File: config.mk
export PLATFORM = sky130hd
export DESIGN_NAME = mdcfg_regs
export DESIGN_NICKNAME = d
export VERILOG_FILES = /design/src/include/mdcfg_pkg.sv /design/src/logic/mdcfg_dead_timer.sv /design/src/logic/mdcfg_regs.sv
export SDC_FILE = /design/constraint.sdc
export NUM_CORES = 1
export LEC_CHECK = 0
export ABC_AREA = 1
export BUFFER_PORTS_ARGS = -buffer_cell sky130_fd_sc_hd__buf_2
export CORE_ASPECT_RATIO = 1.25
export CORE_UTILIZATION = 49
export CTS_CLUSTER_SIZE = 10
export DETAILED_ROUTE_END_ITERATION = 16
export PLACE_DENSITY = 0.76
export SKIP_CTS_REPAIR_TIMING = 1
export SLEW_MARGIN = 20
export SYNTH_ARGS = -nofsm -noshare
export SYNTH_HDL_FRONTEND = slang
export SYNTH_SLANG_ARGS = --single-unit
File: constraint.sdc
create_clock -name CORE_CLK -period 1.88 [get_ports CORE_CLK]
set_clock_uncertainty 0.1 [all_clocks]
set_input_delay 0.47 -clock CORE_CLK [delete_from_list [all_inputs] [get_ports CORE_CLK]]
set_output_delay 0.47 -clock CORE_CLK [all_outputs]
set_load 0.005 [all_outputs]
File: src/include/mdcfg_pkg.sv
// Package: register map, field positions, reset values and timing for the config bank
package mdcfg_pkg;
    localparam int ADDR_W = 6;
    localparam int DATA_W = 16;
    localparam logic [5:0] OFF_PWM_ONE = 6'h20;
    localparam logic [5:0] OFF_PWMG = 6'h1D;
    localparam logic [5:0] OFF_PREDRV = 6'h22;
    localparam logic [5:0] OFF_CSENSE = 6'h23;
    localparam logic [5:0] OFF_SYSCTL = 6'h3F;
    localparam int PARITY_BIT = 15;
    localparam int SYNC_ACC_LSB = 0;
    localparam int SSC_OFF_BIT = 2;
    localparam int DRIVE_LSB = 0;
    localparam int DLYCMP_BIT = 7;
    localparam int DEAD_LSB = 4;
    localparam int SLEW_LSB = 0;
    localparam int SAMP_ON_BIT = 3;
    localparam int GAIN_LSB = 0;
    localparam int KEY_LSB = 12;
    localparam int LOCK_BIT = 7;
    localparam int PARITY_ON_BIT = 6;
    localparam logic [2:0] WRITE_KEY_VAL = 3'h5;
    localparam logic [15:0] PWM_ONE_MASK = 16'h0007;
    localparam logic [15:0] PWMG_MASK = 16'h0003;
    localparam logic [15:0] PREDRV_MASK = 16'h0FF3;
    localparam logic [15:0] CSENSE_MASK = 16'h000B;
    localparam logic [15:0] SYSCTL_MASK = 16'h01FF;
    localparam logic [15:0] PWM_ONE_RST_HW = 16'h0004;
    localparam logic [15:0] PWM_ONE_RST_AD = 16'h0007;
    localparam logic [15:0] PREDRV_RST = 16'h0000;
    localparam logic [15:0] CSENSE_RST = 16'h0008;
    localparam logic [15:0] SYSCTL_RST = 16'h0000;
    localparam logic [15:0] PWMG_RST = 16'h0000;
    localparam logic [1:0] DRIVE_RST_HW = 2'h0;
    localparam logic [1:0] DRIVE_RST_AD = 2'h3;
    localparam int DEAD_STEP_NS = 200;
    localparam int CLK_PERIOD_NS = 10;
    localparam int DEAD_STEP_CYC = (DEAD_STEP_NS + CLK_PERIOD_NS - 1) / CLK_PERIOD_NS;
    localparam logic [9:0] SYNC_COUNT_0 = 10'h200;
    localparam logic [9:0] SYNC_COUNT_1 = 10'h100;
    localparam logic [9:0] SYNC_COUNT_2 = 10'h080;
    localparam logic [9:0] SYNC_COUNT_3 = 10'h040;
    typedef enum logic [1:0] {MDC_SIX_A, MDC_SIX_B, MDC_THREE, MDC_GEN} mdc_drive_t;
endpackage

File: src/logic/mdcfg_dead_timer.sv
// Dead-time counter: cycles of insertion for the selected code
`timescale 1ns/1ps
`default_nettype none
module mdcfg_dead_timer (
    input wire logic CORE_CLK,
    input wire logic RST_N,
    input wire logic [2:0] sel,
    input wire logic start,
    output logic busy
);
    localparam logic [11:0] STEP = 12'(mdcfg_pkg::DEAD_STEP_CYC);
    logic [11:0] cnt_reg;
    logic [11:0] cnt_next;
    wire logic [11:0] load_val = 12'(STEP * {9'h000, sel});
    // Code zero loads nothing: handshake only
    assign cnt_next = start ? load_val : (cnt_reg != 12'h000 ? cnt_reg - 12'h001 : 12'h000);
    assign busy = cnt_reg != 12'h000;
    always_ff @(posedge CORE_CLK) begin
        if (!RST_N) begin
            cnt_reg <= 12'h000;
        end else begin
            cnt_reg <= cnt_next;
        end
    end
endmodule
`default_nettype wire

File: src/logic/mdcfg_regs.sv
// Configuration register bank of the three-phase driver
// Notes on behaviour
// - Two-bit sync accuracy picks 512, 256, 128 or 64 serial clocks.
// - Bit 15 reads parity while parity is enabled, else zero.
// - Spread spectrum off bit resets to one, disabling modulation.
// - Drive scheme: 0/1 six-input, 2 three-input, 3 internal generation.
// - Drive scheme reset: 00 on hardware-serial, 11 on addressed variant.
// - Delay compensation bit enables compensation, resets to zero.
// - Dead time code 0 handshake only, else 200 ns steps.
// - Slew select chooses 35, 75, 180, 230 V/us, resets zero.
// - Sense amplifier enable bit, resets to one.
// - Sense gain select 0.25, 0.5, 1, 2 V/A, resets zero.
// - Lock bit locks configuration registers, resets zero.
// - Parity enable bit covers both serial interfaces, resets zero.
`timescale 1ns/1ps
`default_nettype none
module mdcfg_regs #(
    parameter bit ADDRESSED_VARIANT = 1'b1
) (
    input wire logic CORE_CLK,
    input wire logic RST_N,
    input wire logic WR_EN,
    input wire logic RD_EN,
    input wire logic [5:0] ADDR,
    input wire logic [15:0] WDATA,
    output logic [15:0] RDATA,
    output logic RD_HIT,
    input wire logic SYNC_CLK_EDGE,
    input wire logic DEAD_START,
    output logic [1:0] OSC_SYNC_ACCURACY_SEL,
    output logic [9:0] OSC_SYNC_COUNT,
    output logic OSC_SYNC_DONE,
    output logic SPREAD_SPECTRUM_OFF,
    output logic [1:0] DRIVE_SCHEME_SEL,
    output logic DRIVE_SIX_INPUT,
    output logic DRIVE_THREE_INPUT,
    output logic DRIVE_PWM_GEN,
    output logic DELAY_COMP_ON,
    output logic [2:0] DEAD_TIME_SEL,
    output logic DEAD_TIME_ACTIVE,
    output logic [1:0] SLEW_RATE_SEL,
    output logic SENSE_AMP_ON,
    output logic [1:0] SENSE_AMP_GAIN_SEL,
    output logic REG_LOCKED,
    output logic FRAME_PARITY_ON
);
    logic [15:0] pwmg_reg;
    logic [15:0] pwm_one_reg;
    logic [15:0] predrv_reg;
    logic [15:0] csense_reg;
    logic [15:0] sysctl_reg;
    logic [15:0] rdata_reg;
    logic rd_hit_reg;
    logic [1:0] sync_s_reg;
    logic sync_prev_reg;
    logic [9:0] sync_cnt_reg;
    logic sync_done_reg;
    logic [15:0] pwm_one_next;
    logic [15:0] sysctl_next;

    // Parity over the 15 data bits gives even parity for the word
    function automatic logic [15:0] with_parity(input logic [15:0] val, input logic on);
        logic [15:0] r;
        r = val;
        r[mdcfg_pkg::PARITY_BIT] = on ? ^val[14:0] : 1'b0;
        return r;
    endfunction

    function automatic logic [9:0] sync_target(input logic [1:0] sel);
        logic [9:0] r;
        unique case (sel)
            2'h0: r = mdcfg_pkg::SYNC_COUNT_0;
            2'h1: r = mdcfg_pkg::SYNC_COUNT_1;
            2'h2: r = mdcfg_pkg::SYNC_COUNT_2;
            2'h3: r = mdcfg_pkg::SYNC_COUNT_3;
        endcase
        return r;
    endfunction

    wire logic locked = sysctl_reg[mdcfg_pkg::LOCK_BIT];
    wire logic parity_on = sysctl_reg[mdcfg_pkg::PARITY_ON_BIT];
    wire logic key_ok = WDATA[mdcfg_pkg::KEY_LSB +: 3] == mdcfg_pkg::WRITE_KEY_VAL;
    // Lock blocks config writes but never the keyed register itself
    wire logic cfg_wr_ok = WR_EN && !locked;
    wire logic wr_pwmg = cfg_wr_ok && ADDR == mdcfg_pkg::OFF_PWMG;
    wire logic wr_pwm_one = cfg_wr_ok && ADDR == mdcfg_pkg::OFF_PWM_ONE;
    wire logic wr_predrv = cfg_wr_ok && ADDR == mdcfg_pkg::OFF_PREDRV;
    wire logic wr_csense = cfg_wr_ok && ADDR == mdcfg_pkg::OFF_CSENSE;
    wire logic wr_sysctl = WR_EN && ADDR == mdcfg_pkg::OFF_SYSCTL && key_ok;
    wire logic [15:0] pwm_one_rst = ADDRESSED_VARIANT ?
        mdcfg_pkg::PWM_ONE_RST_AD : mdcfg_pkg::PWM_ONE_RST_HW;

    // Masks drop parity, reserved read-only bits and the key field
    assign pwm_one_next = WDATA & mdcfg_pkg::PWM_ONE_MASK;
    assign sysctl_next = WDATA & mdcfg_pkg::SYSCTL_MASK;

    wire logic addr_known = ADDR == mdcfg_pkg::OFF_PWMG || ADDR == mdcfg_pkg::OFF_PWM_ONE
        || ADDR == mdcfg_pkg::OFF_PREDRV || ADDR == mdcfg_pkg::OFF_CSENSE
        || ADDR == mdcfg_pkg::OFF_SYSCTL;
    wire logic [15:0] rd_mux =
        ADDR == mdcfg_pkg::OFF_PWMG ? pwmg_reg :
        ADDR == mdcfg_pkg::OFF_PWM_ONE ? pwm_one_reg :
        ADDR == mdcfg_pkg::OFF_PREDRV ? predrv_reg :
        ADDR == mdcfg_pkg::OFF_CSENSE ? csense_reg :
        ADDR == mdcfg_pkg::OFF_SYSCTL ? sysctl_reg : 16'h0000;

    always_ff @(posedge CORE_CLK) begin
        if (!RST_N) begin
            pwmg_reg <= mdcfg_pkg::PWMG_RST;
            // Variant parameter picks the drive scheme code held under reset
            pwm_one_reg <= pwm_one_rst;
            predrv_reg <= mdcfg_pkg::PREDRV_RST;
            csense_reg <= mdcfg_pkg::CSENSE_RST;
            sysctl_reg <= mdcfg_pkg::SYSCTL_RST;
        end else begin
            if (wr_pwmg) begin
                pwmg_reg <= WDATA & mdcfg_pkg::PWMG_MASK;
            end
            if (wr_pwm_one) begin
                pwm_one_reg <= pwm_one_next;
            end
            if (wr_predrv) begin
                predrv_reg <= WDATA & mdcfg_pkg::PREDRV_MASK;
            end
            if (wr_csense) begin
                csense_reg <= WDATA & mdcfg_pkg::CSENSE_MASK;
            end
            if (wr_sysctl) begin
                sysctl_reg <= sysctl_next;
            end
        end
    end

    always_ff @(posedge CORE_CLK) begin
        if (!RST_N) begin
            rdata_reg <= 16'h0000;
            rd_hit_reg <= 1'b0;
        end else begin
            rd_hit_reg <= RD_EN && addr_known;
            if (RD_EN) begin
                rdata_reg <= with_parity(rd_mux, parity_on);
            end
        end
    end
    assign RDATA = rdata_reg;
    assign RD_HIT = rd_hit_reg;

    // Serial clock edges counted for oscillator sync; pin sampled twice first
    always_ff @(posedge CORE_CLK) begin
        if (!RST_N) begin
            sync_s_reg <= 2'h0;
            sync_prev_reg <= 1'b0;
            sync_cnt_reg <= 10'h000;
            sync_done_reg <= 1'b0;
        end else begin
            sync_s_reg <= {sync_s_reg[0], SYNC_CLK_EDGE};
            sync_prev_reg <= sync_s_reg[1];
            if (sync_s_reg[1] && !sync_prev_reg && !sync_done_reg) begin
                sync_cnt_reg <= sync_cnt_reg + 10'h001;
                if (sync_cnt_reg + 10'h001 >= sync_target(pwmg_reg[mdcfg_pkg::SYNC_ACC_LSB +: 2]))
                    sync_done_reg <= 1'b1;
            end
        end
    end

    mdcfg_dead_timer u_dead (
        .CORE_CLK(CORE_CLK),
        .RST_N(RST_N),
        .sel(predrv_reg[mdcfg_pkg::DEAD_LSB +: 3]),
        .start(DEAD_START),
        .busy(DEAD_TIME_ACTIVE)
    );

    wire logic [1:0] drive_sel = pwm_one_reg[mdcfg_pkg::DRIVE_LSB +: 2];
    assign OSC_SYNC_ACCURACY_SEL = pwmg_reg[mdcfg_pkg::SYNC_ACC_LSB +: 2];
    assign OSC_SYNC_COUNT = sync_target(pwmg_reg[mdcfg_pkg::SYNC_ACC_LSB +: 2]);
    assign OSC_SYNC_DONE = sync_done_reg;
    assign SPREAD_SPECTRUM_OFF = pwm_one_reg[mdcfg_pkg::SSC_OFF_BIT];
    assign DRIVE_SCHEME_SEL = drive_sel;
    assign DRIVE_SIX_INPUT = drive_sel == 2'(mdcfg_pkg::MDC_SIX_A)
        || drive_sel == 2'(mdcfg_pkg::MDC_SIX_B);
    assign DRIVE_THREE_INPUT = drive_sel == 2'(mdcfg_pkg::MDC_THREE);
    assign DRIVE_PWM_GEN = drive_sel == 2'(mdcfg_pkg::MDC_GEN);
    assign DELAY_COMP_ON = predrv_reg[mdcfg_pkg::DLYCMP_BIT];
    assign DEAD_TIME_SEL = predrv_reg[mdcfg_pkg::DEAD_LSB +: 3];
    assign SLEW_RATE_SEL = predrv_reg[mdcfg_pkg::SLEW_LSB +: 2];
    assign SENSE_AMP_ON = csense_reg[mdcfg_pkg::SAMP_ON_BIT];
    assign SENSE_AMP_GAIN_SEL = csense_reg[mdcfg_pkg::GAIN_LSB +: 2];
    assign REG_LOCKED = locked;
    assign FRAME_PARITY_ON = parity_on;
endmodule
`default_nettype wire

== Word level (Yosys, flattened, before mapping) ==
Cells that the tools add are included.
Cells by class
  $add $sub $neg: 2
  multipliers: 1
  $lt $le $gt $ge: 1
  equality and inequality tests: 12
  muxes and demuxes: 11
  bitwise logic cells: 2
  reduce and logical (&&, ||, !) cells: 24
Operators with widths (count)
  $pmux W10 S4: 1
  $mux W12: 3
  $eq A6 B6 Y1 const B: 4
  $mux W10: 2
  $mux W9: 2
  $mux W8: 2
  $reduce_xor A15 Y1: 1
  $reduce_bool A12 Y1: 1
  $sub A12 B1 Y12 const B: 1
  $add A10 B1 Y10 const B: 1
  $ge A10 B10 Y1: 1
  $logic_and A1 B1 Y1: 10
  $eq A2 B2 Y1 const B: 4
  $eq A6 B5 Y1 const B: 1
  $mul A3 B3 Y6 const A: 1
  $logic_or A1 B1 Y1: 5
  $eq A2 B1 Y1 const B: 2
  $logic_not A2 Y1: 2
  $eq A3 B3 Y1 const B: 1
  $logic_not A1 Y1: 3
  $reduce_or A3 Y1: 1
  $not A1 Y1: 2
  $reduce_and A2 Y1: 1
  $mux W1: 1
Storage, ports and cells
  flip-flop bits (word level): 70
  input port bits: 28
  output and inout bits: 48
  word-level logic and storage cells: 66

== Depth between registers and ports, before layout ==
Gate-level depths: netlist of run 1.
  depth in word-level cells: 8
  mapped depth: 17

== By module ==
Synthesis of run 1 repeated with hierarchy kept, for this count alone.
Unflattened totals
  cell total of the unflattened synthesis: 533
  area total of the unflattened synthesis: 3707.3 um2
By module, submodules not included
  mdcfg_regs: times used 1, cells an instance 422, area each 2946.6 um2, sequential area each 1101.1 um2
  mdcfg_dead_timer: times used 1, cells an instance 111, area each 760.7 um2, sequential area each 240.2 um2

== Worst setup path before layout of run 1 ==
No wires, ideal clock.
  path type: register to register
  from: register sync_cnt_reg[2]
  to: register sync_done_reg, in the netlist OSC_SYNC_DONE
  setup time: 0.129 ns
  data arrival time: 1.705 ns
  required time: 1.651 ns
  slack: -0.054 ns
  cell stages (with the launch flop): 11
  buffers on the path: 0
  path through: dfxtp_1 > nand3_1 > nor2_1 > nand4_1 > nand3b_1 > xnor2_1 > ha_1 > a21oi_1 > o211ai_1 > a21oi_1 > nor2_1
Between the ends
  longest elaborated chain between the ends: 3
RTL lines
  from (decl): RTL line mdcfg_regs.sv:56  | logic [9:0] sync_cnt_reg;
  from (signal assigned): RTL line mdcfg_regs.sv:159  | sync_cnt_reg <= sync_cnt_reg + 10'h001;
  $add A10 B1 Y10: RTL line mdcfg_regs.sv:160  | if (sync_cnt_reg + 10'h001 >= sync_target(pwmg_reg[mdcfg_pkg::SYNC_ACC_LSB +: 2]))
  $ge A10 B10 Y1: RTL line mdcfg_regs.sv:160
  $reduce_and A2 Y1 (no source line)
  to (signal assigned): RTL line mdcfg_regs.sv:154  | sync_done_reg <= 1'b0;
  to (signal assigned): RTL line mdcfg_regs.sv:161  | sync_done_reg <= 1'b1;
  to (decl): RTL line mdcfg_regs.sv:57  | logic sync_done_reg;
Every way passes these cells.
A chain may end at the register's enable or synchronous reset.

== Worst setup path after layout of run 1 ==
  from: register u_dead.cnt_reg[0]
  to: output DEAD_TIME_ACTIVE
Between the ends
  longest elaborated chain between the ends: 1
RTL lines
  from (decl): RTL line mdcfg_dead_timer.sv:12  | logic [11:0] cnt_reg;
  from (signal assigned): RTL line mdcfg_dead_timer.sv:22  | cnt_reg <= cnt_next;
  $reduce_bool A12 Y1: RTL line mdcfg_dead_timer.sv:17  | assign busy = cnt_reg != 12'h000;
  to (decl): RTL line mdcfg_regs.sv:40  | output logic DEAD_TIME_ACTIVE,
Every way passes these cells.

==> run metrics, run 1 <==
startpoint types register; count of final max-slew check failures 0; Die X slightly below 80 um; DP HPWL 6340 um; LEAKAGE 2.31 nW; clock power share approximately 33%; Post-Syn Area approximately 0.0034 mm^2; largest net degree at the start of global routing 42; Inserted Clock Buffers 9; post-route ant nets 0; Comb pwr share 27.7%; Reg power frac between 30% and 40%; crit path max fanout 2; Crit. End Element primary output; global-route wire length before repair between 10000 and 15000 um; status finished, violations left; Tot Pwr 4.14 mW; Vias/cell 5.06; H-tree Lvls 3; YS warnings 0; final net count 636; Yosys reg bits 67; Final GP Congestion 0.940; setup repair after global routing missed its margin true; Switch Pwr 1.25 mW; Power Internal approximately 2.9 mW; FF-to-FF path depth 10; DRC viols 0; Period Utilization, post-route 115%; initial antenna violation count 0; Clock Tree Buf Depth 2; Distinct cells, synth 36; post-route minimum period about 2200 ps; # port buffers 65; fmax 0.463 GHz; total number of vias 3498; finished layout cell area 0.00459 mm^2; total of max-cap violations 0; critical setup path kind reg -> out; area fraction of the dominant cell type after synthesis between 30% and 40%; clock transition at the registers of the reported paths roughly 80 ps; Core Area 0.00669 mm^2; Clock Latency Late Sink 340 ps; Sw Ratio 30.1%; DR WL/cell 12.6 um; Fin. Hold Viols 0; Setup WS post-layout -278 ps; hold_sp SYNC_CLK_EDGE; Die H 95.6 um; Max VDD drop 0.000507 V; post-placement cell area 0.00418 mm^2; endpoint arrival time on the critical path 1590 ps; 1st-pass router iterations 4; Hold Path Sink sync_s_reg[0]; DRT iter0 DRCs 174; Starting Density 51.4%; reg2reg setup slack -150 ps; register area share after synthesis between 30% and 40%; hold slack approximately 210 ps; fillers 564; Placed Instances 668; Avg Cell Area, Syn 7.12 um^2; cell taking the most area after synthesis dfxtp_1; WHS Path Cells 3; CTS Sinks 67; RR Endpoint OSC_SYNC_DONE; Critical R2R Launch sync_cnt_reg[0]; max reg flops 13; layout cells sized above 1 29.0%; ranking of synthesized cells by area dfxtp_1, nand2_1, inv_1; die area about 0.0074 mm^2; num rows 33; Worst Hold Class in -> reg; power density cells 903 mW/mm^2; cell count after synthesis approximately 480; diode count 0; grt ovf 0; non-filler cells, final just under 700; Post-Route WL 8680 um; Worst EP required approximately 1300 ps; Setup Viol. Count Final 3; Total Routing Usage GR 24.4%; clk root buf clkbuf_8; CTS tree yes; io pins 76; Area growth, synth to finish 33.4%; failing checks negative setup slack; fin util about 70%; vias in the first global route 3286
## worst max path at each step
stage / start / slack [ps] / to / cells past startpoint
5_1_grt: u_dead.cnt_reg[0] / -370 / DEAD_TIME_ACTIVE / 8
6_report: u_dead.cnt_reg[0] / -280 / DEAD_TIME_ACTIVE / 8
2_1_floorplan: sync_cnt_reg[2] / -20 / OSC_SYNC_DONE / 10
4_1_cts: u_dead.cnt_reg[0] / -430 / DEAD_TIME_ACTIVE / 8
3_3_place_gp: ADDR[2] / -200 / RDATA[15] / 17
3_5_place_dp: sync_cnt_reg[1] / -270 / OSC_SYNC_DONE / 10
## per-layer routing
layer	vias to the layer above	share of wire (%)	global-route usage [%]
li1	1771	-	-
met1	1593	42	27.2
met2	109	50	44.5
met3	25	4.2	3.16
met4	0	3.1	14.3
met5	-	0	0
## cells by family (layout without fill, tap and decap cells)
family	after synthesis	count (layout)	share of synthesized area, %
buf+inv	96	208	12.0
flops	67	67	39.0
compound gates	92	92	14.7
fa+ha+maj	9	9	3.28
xor+xnor	14	14	3.57
other cells	1	9	0.109
simple gates	204	205	27.3
## synth_stat cells (all sizes together)
cell type,instances
ha,9
a31oi,2
nor2,62
nand2,85
o211ai,8
xnor2,5
a211oi,1
o21bai,3
dfxtp,67
clkinv,1
nand3b,1
or2,1
nor3,15
a21oi,26
nand4,7
or3b,1
o21a,2
conb,1
and3,1
xor2,9
clkbuf,10
nor4,1
o22ai,2
inv,69
buf,16
o21ai,48
nand3,30
## stage by stage
step	worst slack (ps)	setup TNS (ps)
detailed placement	-273	-2320
CTS	-428	-716
floorplan	-19.7	-19.7
finish	-278	-432
global placement	-197	-1610
global route	-370	-1020
## critical path, stage by stage (launching register included)
cell and delay (ps):
dfxtp_2 330, inv_2 70, ha_4 150, nand2_4 70, nor3_4 220, nand2_2 110
nor2_4 110, nand3_2 70, buf_2 130
## power groups by stage
stage          sequential [mW]  clock [mW]  combinational [mW]
2_1_floorplan             1.63           0               0.584
3_3_place_gp              1.64           0               0.903
3_5_place_dp              1.64           0               0.938
4_1_cts                   1.61        1.36               0.944
5_1_grt                   1.65        1.44                1.27
6_report                  1.64        1.35                1.15
## layout make-up
cell class / count / area (um^2) / area share [%]
multi-input combinational: 329 / 1840 / 40.2
sequential: 67 / 1350 / 29.4
tap: 87 / 109 / 2.37
timing repair buffer: 122 / 797 / 17.4
clock buffer: 10 / 138 / 3.00
inverter: 70 / 263 / 5.73
clock inverter: 6 / 88.8 / 1.94
## cell usage in the layout, fill, tap and decap left out, types with 3 or more instances in the layout
cell / Yosys / routed
nand2_1: 81 / 78
nor2_1: 57 / 54
buf_12: 0 / 3
nor2_4: 5 / 7
nor3_1: 13 / 11
inv_1: 67 / 65
nand2_4: 2 / 4
a21oi_1: 25 / 24
dfxtp_1: 67 / 63
inv_2: 2 / 4
ha_1: 9 / 6
nand4_1: 7 / 7
o211ai_1: 8 / 8
xor2_1: 9 / 9
dfxtp_2: 0 / 3
nand3_1: 30 / 28
nand2_2: 2 / 3
conb_1: 1 / 9
o21bai_1: 3 / 3
clkbuf_8: 0 / 10
buf_2: 1 / 64
xnor2_1: 5 / 4
buf_4: 14 / 54
ha_4: 0 / 3
o21ai_0: 47 / 46
No activity file was read; power rests on OpenSTA's default activity.
==> run 2, diff against run 1 <==
- CORE_ASPECT_RATIO: 1.25 -> 0.75
==> run metrics, run 2 (synthesis gave the netlist of run 1 again) <==
Core Area 0.00680 mm^2; initial antenna violation count 0; Tot Pwr 4.10 mW; Total Routing Usage GR 23.5%; grt ovf 0; Sequential Area 0.00135 mm^2; die area roughly 0.0074 mm^2; most common cell after layout, fill and taps aside nand2_1; total of max-cap violations 0; total number of vias 3484; RR Endpoint OSC_SYNC_DONE; DR WL/cell 12.9 um; final net count 635; clock transition at the registers of the reported paths 70 ps; io pins 76; reg2reg setup slack -170 ps; power density cells 894 mW/mm^2; Final GP Congestion around 0.94; fin util 67.5%; Clock Tree Buf Depth 2; Vias/cell just over 5; startpoint types register; fillers 553; Die H 74.5 um; post-route minimum period 2110 ps; global-route wire length before repair 13400 um; Hold Path Sink sync_s_reg[0]; Placed Instances 664; H-tree Lvls 3; Worst Hold Class in -> reg; num rows 26; Setup WS post-layout -231 ps; most frequent cells in the layout nand2_1, buf_2, dfxtp_1, inv_1, buf_4; CTS tree yes; LEAKAGE 2.29 nW; vias in the first global route just under 3000; finished layout cell area roughly 0.0046 mm^2; FF-to-FF path depth 12; Area growth, synth to finish 33.5%; # port buffers between 60 and 70; hold slack 206 ps; post-route ant nets 0; non-filler cells, final 687; diode count 0; Die X 98.7 um; critical setup path kind reg -> out; status finished, violations left; largest net degree at the start of global routing 25; Worst EP required 1310 ps; 1st-pass router iterations 5; fmax 0.474 GHz; hold_sp SYNC_CLK_EDGE; clk root buf clkbuf_8; Setup Viol. Count Final 3; setup repair after global routing missed its margin true; failing checks negative setup slack; DRC viols 0; Period Utilization, post-route 112%; CTS Sinks 67; Max VDD drop 0.000701 V; DP HPWL 6370 um; Fin. Hold Viols 0; DRT iter0 DRCs 198; Crit. End Element primary output; post-placement cell area 0.00415 mm^2; Starting Density 50.6%; Critical R2R Launch sync_cnt_reg[1]; endpoint arrival time on the critical path 1540 ps; count of final max-slew check failures 0; multi-input logic area 0.00189 mm^2; layout cells sized above 1 31.3%; Clock Latency Late Sink 350 ps; max reg flops 13; WHS Path Cells 3; crit path max fanout 3; Post-Route WL 8830 um; Inserted Clock Buffers 9
run 2: cell count changes in the layout (fill, tap and decap cells not counted), moves of 3 or more:
cell     before  now
nand2_1      78   72
nand2_2       3    9
inv_1        65   62
inv_2         4    7
nand3_1      28   25
o21ai_0      46   43
run 2: how the worst max path moves through the flow:
stage	startpoint	endpoint	slack (ps)	cells after the start
floorplan	sync_cnt_reg[2]	OSC_SYNC_DONE	-20	10
finish	u_dead.cnt_reg[2]	DEAD_TIME_ACTIVE	-230	7
detailed placement	ADDR[2]	RDATA[15]	-300	18
global placement	ADDR[4]	RDATA[15]	-220	17
CTS	u_dead.cnt_reg[0]	DEAD_TIME_ACTIVE	-410	8
global route	u_dead.cnt_reg[2]	DEAD_TIME_ACTIVE	-320	7
run 2: routing by layer:
metal | share of wire [%] | vias to the layer above | routed length [um] | global-route usage [%]
met5 | 0 | - | 0 | 0
met4 | 1.6 | 0 | 142 | 8.46
met3 | 5.4 | 17 | 476 | 4.70
met2 | 45 | 101 | 4000 | 39.4
met1 | 48 | 1598 | 4210 | 30.6
li1 | - | 1768 | - | -
run 2: area by class of cell:
type	instances	share of cell area (%)
multi-input combinational	329	41.2
sequential	67	29.4
timing repair buffer	121	17.1
inverter	70	5.73
clock buffer	11	3.08
tap	84	2.29
clock inverter	5	1.15
run 2: critical path, stage by stage, from the launching register on:
cell,delay (ps)
dfxtp_1,340
nor2_2,160
nand2_4,70
nor3_4,200
nand2_2,100
nor2_4,120
nand3_2,70
buf_2,130
run 2: report_power, final:
part / internal (mW) / switching [mW]
clock network: 0.642 / 0.545
registers: 1.53 / 0.104
logic: 0.675 / 0.601
total: 2.85 / 1.25
run 2: through the flow:
stage | worst slack (ps) | TNS (ps)
finish | -231 | -516
global route | -323 | -1220
CTS | -411 | -814
detailed placement | -296 | -1580
global placement | -219 | -838
floorplan | -19.7 | -19.7
==> run 3, diff against run 2 <==
- CORE_UTILIZATION: 49 -> 51
- CTS_BUF_LIST: default -> sky130_fd_sc_hd__clkbuf_4
- PLACE_DENSITY: 0.76 -> 0.79
- TNS_END_PERCENT: default -> 5
==> run metrics, run 3 (synthesis gave the netlist of run 1 again) <==
status finished, violations left; failing checks negative setup slack; max reg flops 13; most frequent cells in the layout nand2_1, inv_1, buf_2; fin util 69.3%; Period Utilization, post-route 119%; setup repair after global routing missed its margin true; Die H 73.1 um; clock transition at the registers of the reported paths 110 ps; Setup Viol. Count Final 3; DRC viols 0; startpoint types register; Final GP Congestion 0.887; layout cells sized above 1 28.4%; Placed Instances 658; CTS tree yes; fmax 0.447 GHz; grt ovf 0; CTS Sinks 67; H-tree Lvls 3; io pins 76; Starting Density 53.6%; global-route wire length before repair 14100 um; DR WL/cell 13.2 um; final net count 628; num rows 25; endpoint arrival time on the critical path 1670 ps; fillers roughly 520; LEAKAGE 2.26 nW; non-filler cells, final 677; total number of vias 3500; vias in the first global route 3102; Max VDD drop 0.000705 V; gr busiest metal met2; Core Area ~0.0064 mm^2; 1st-pass router iterations 5; total of max-cap violations 0; Inserted Clock Buffers 9; crit path from u_dead.cnt_reg[3]; hold_sp SYNC_CLK_EDGE; dpl ws -359 ps; DRT iter0 DRCs 141; die area 0.00708 mm^2; Setup WS post-layout -357 ps; hold slack 119 ps; diode count 0; Setup TNS Final -694 ps; DP HPWL between 6000 and 7000 um; GRT met1 Usage a little under a third; Clock Tree Buf Depth 2; Worst Hold Class in -> reg; largest net degree at the start of global routing 38; crit path max fanout 3; Area growth, synth to finish 29.3%; clk root buf clkbuf_4; initial antenna violation count 0; Crit. End Element primary output; Post-Route WL between 8000 and 9000 um; Critical R2R Launch sync_cnt_reg[1]; power density cells about 920 mW/mm^2; post-route ant nets 0; most common cell after layout, fill and taps aside nand2_1; GR Layer Usage met3 6.32%; met2 usage between 40% and 50%; Die X 96.8 um; critical setup path kind reg -> out; Vias/cell 5.17; count of final max-slew check failures 0; Fin. Hold Viols 0; post-route minimum period 2240 ps; # port buffers between 60 and 70; Clock Latency Late Sink 440 ps; Worst EP required 1310 ps; Total Routing Usage GR 25.2%
-- run 3: cell count changes in the layout (fill, tap and decap cells not counted), sizes merged --
cell    change
buf         -5
bufinv      +2
clkbuf      -3
nor2        -1
-- run 3: worst max-delay path, cell delays in order, from the launching register on --
cell and delay [ps]:
dfxtp_1 350, nor2_2 170, nand2_4 80, nor3_4 190, nand2_2 100, nor2_4 120
nand3_2 80, buf_2 140
-- run 3: worst paths after layout --
check                     end  slack, ps  depth (start not counted)
min reg2reg     sync_s_reg[1]        330                          2
max reg2reg     OSC_SYNC_DONE       -250                         12
max          DEAD_TIME_ACTIVE       -360                          7
min             sync_s_reg[0]        120                          3
-- run 3: where the power goes --
part	switching [mW]	internal (mW)
clock network	0.564	0.670
registers	0.101	1.54
logic	0.587	0.619
-- run 3: metal layers --
metal  vias up  part of all wire, %  wire (um)
met5         -                    0          0
met2       136                   47       4210
li1       1752                    -          -
met3        16                  7.6        680
met4         0                  1.4        124
met1      1596                   44       3930
-- run 3: layout make-up --
type                       count  area, um^2  share of cell area [%]
tap                           81         101                    2.28
timing repair buffer         115         738                    16.6
clock inverter                 7         116                    2.62
inverter                      70         263                    5.91
sequential                    67        1350                    30.4
multi-input combinational    328        1810                    40.7
clock buffer                   9        67.6                    1.52
-- run 3: per-stage QoR --
step | instance area (um^2) | power, mW
2_1_floorplan | 3480 | 2.22
4_1_cts | 4330 | 3.86
3_3_place_gp | 4140 | 2.59
6_report | 4440 | 4.08
5_1_grt | 4440 | 4.29
3_5_place_dp | 4140 | 2.65
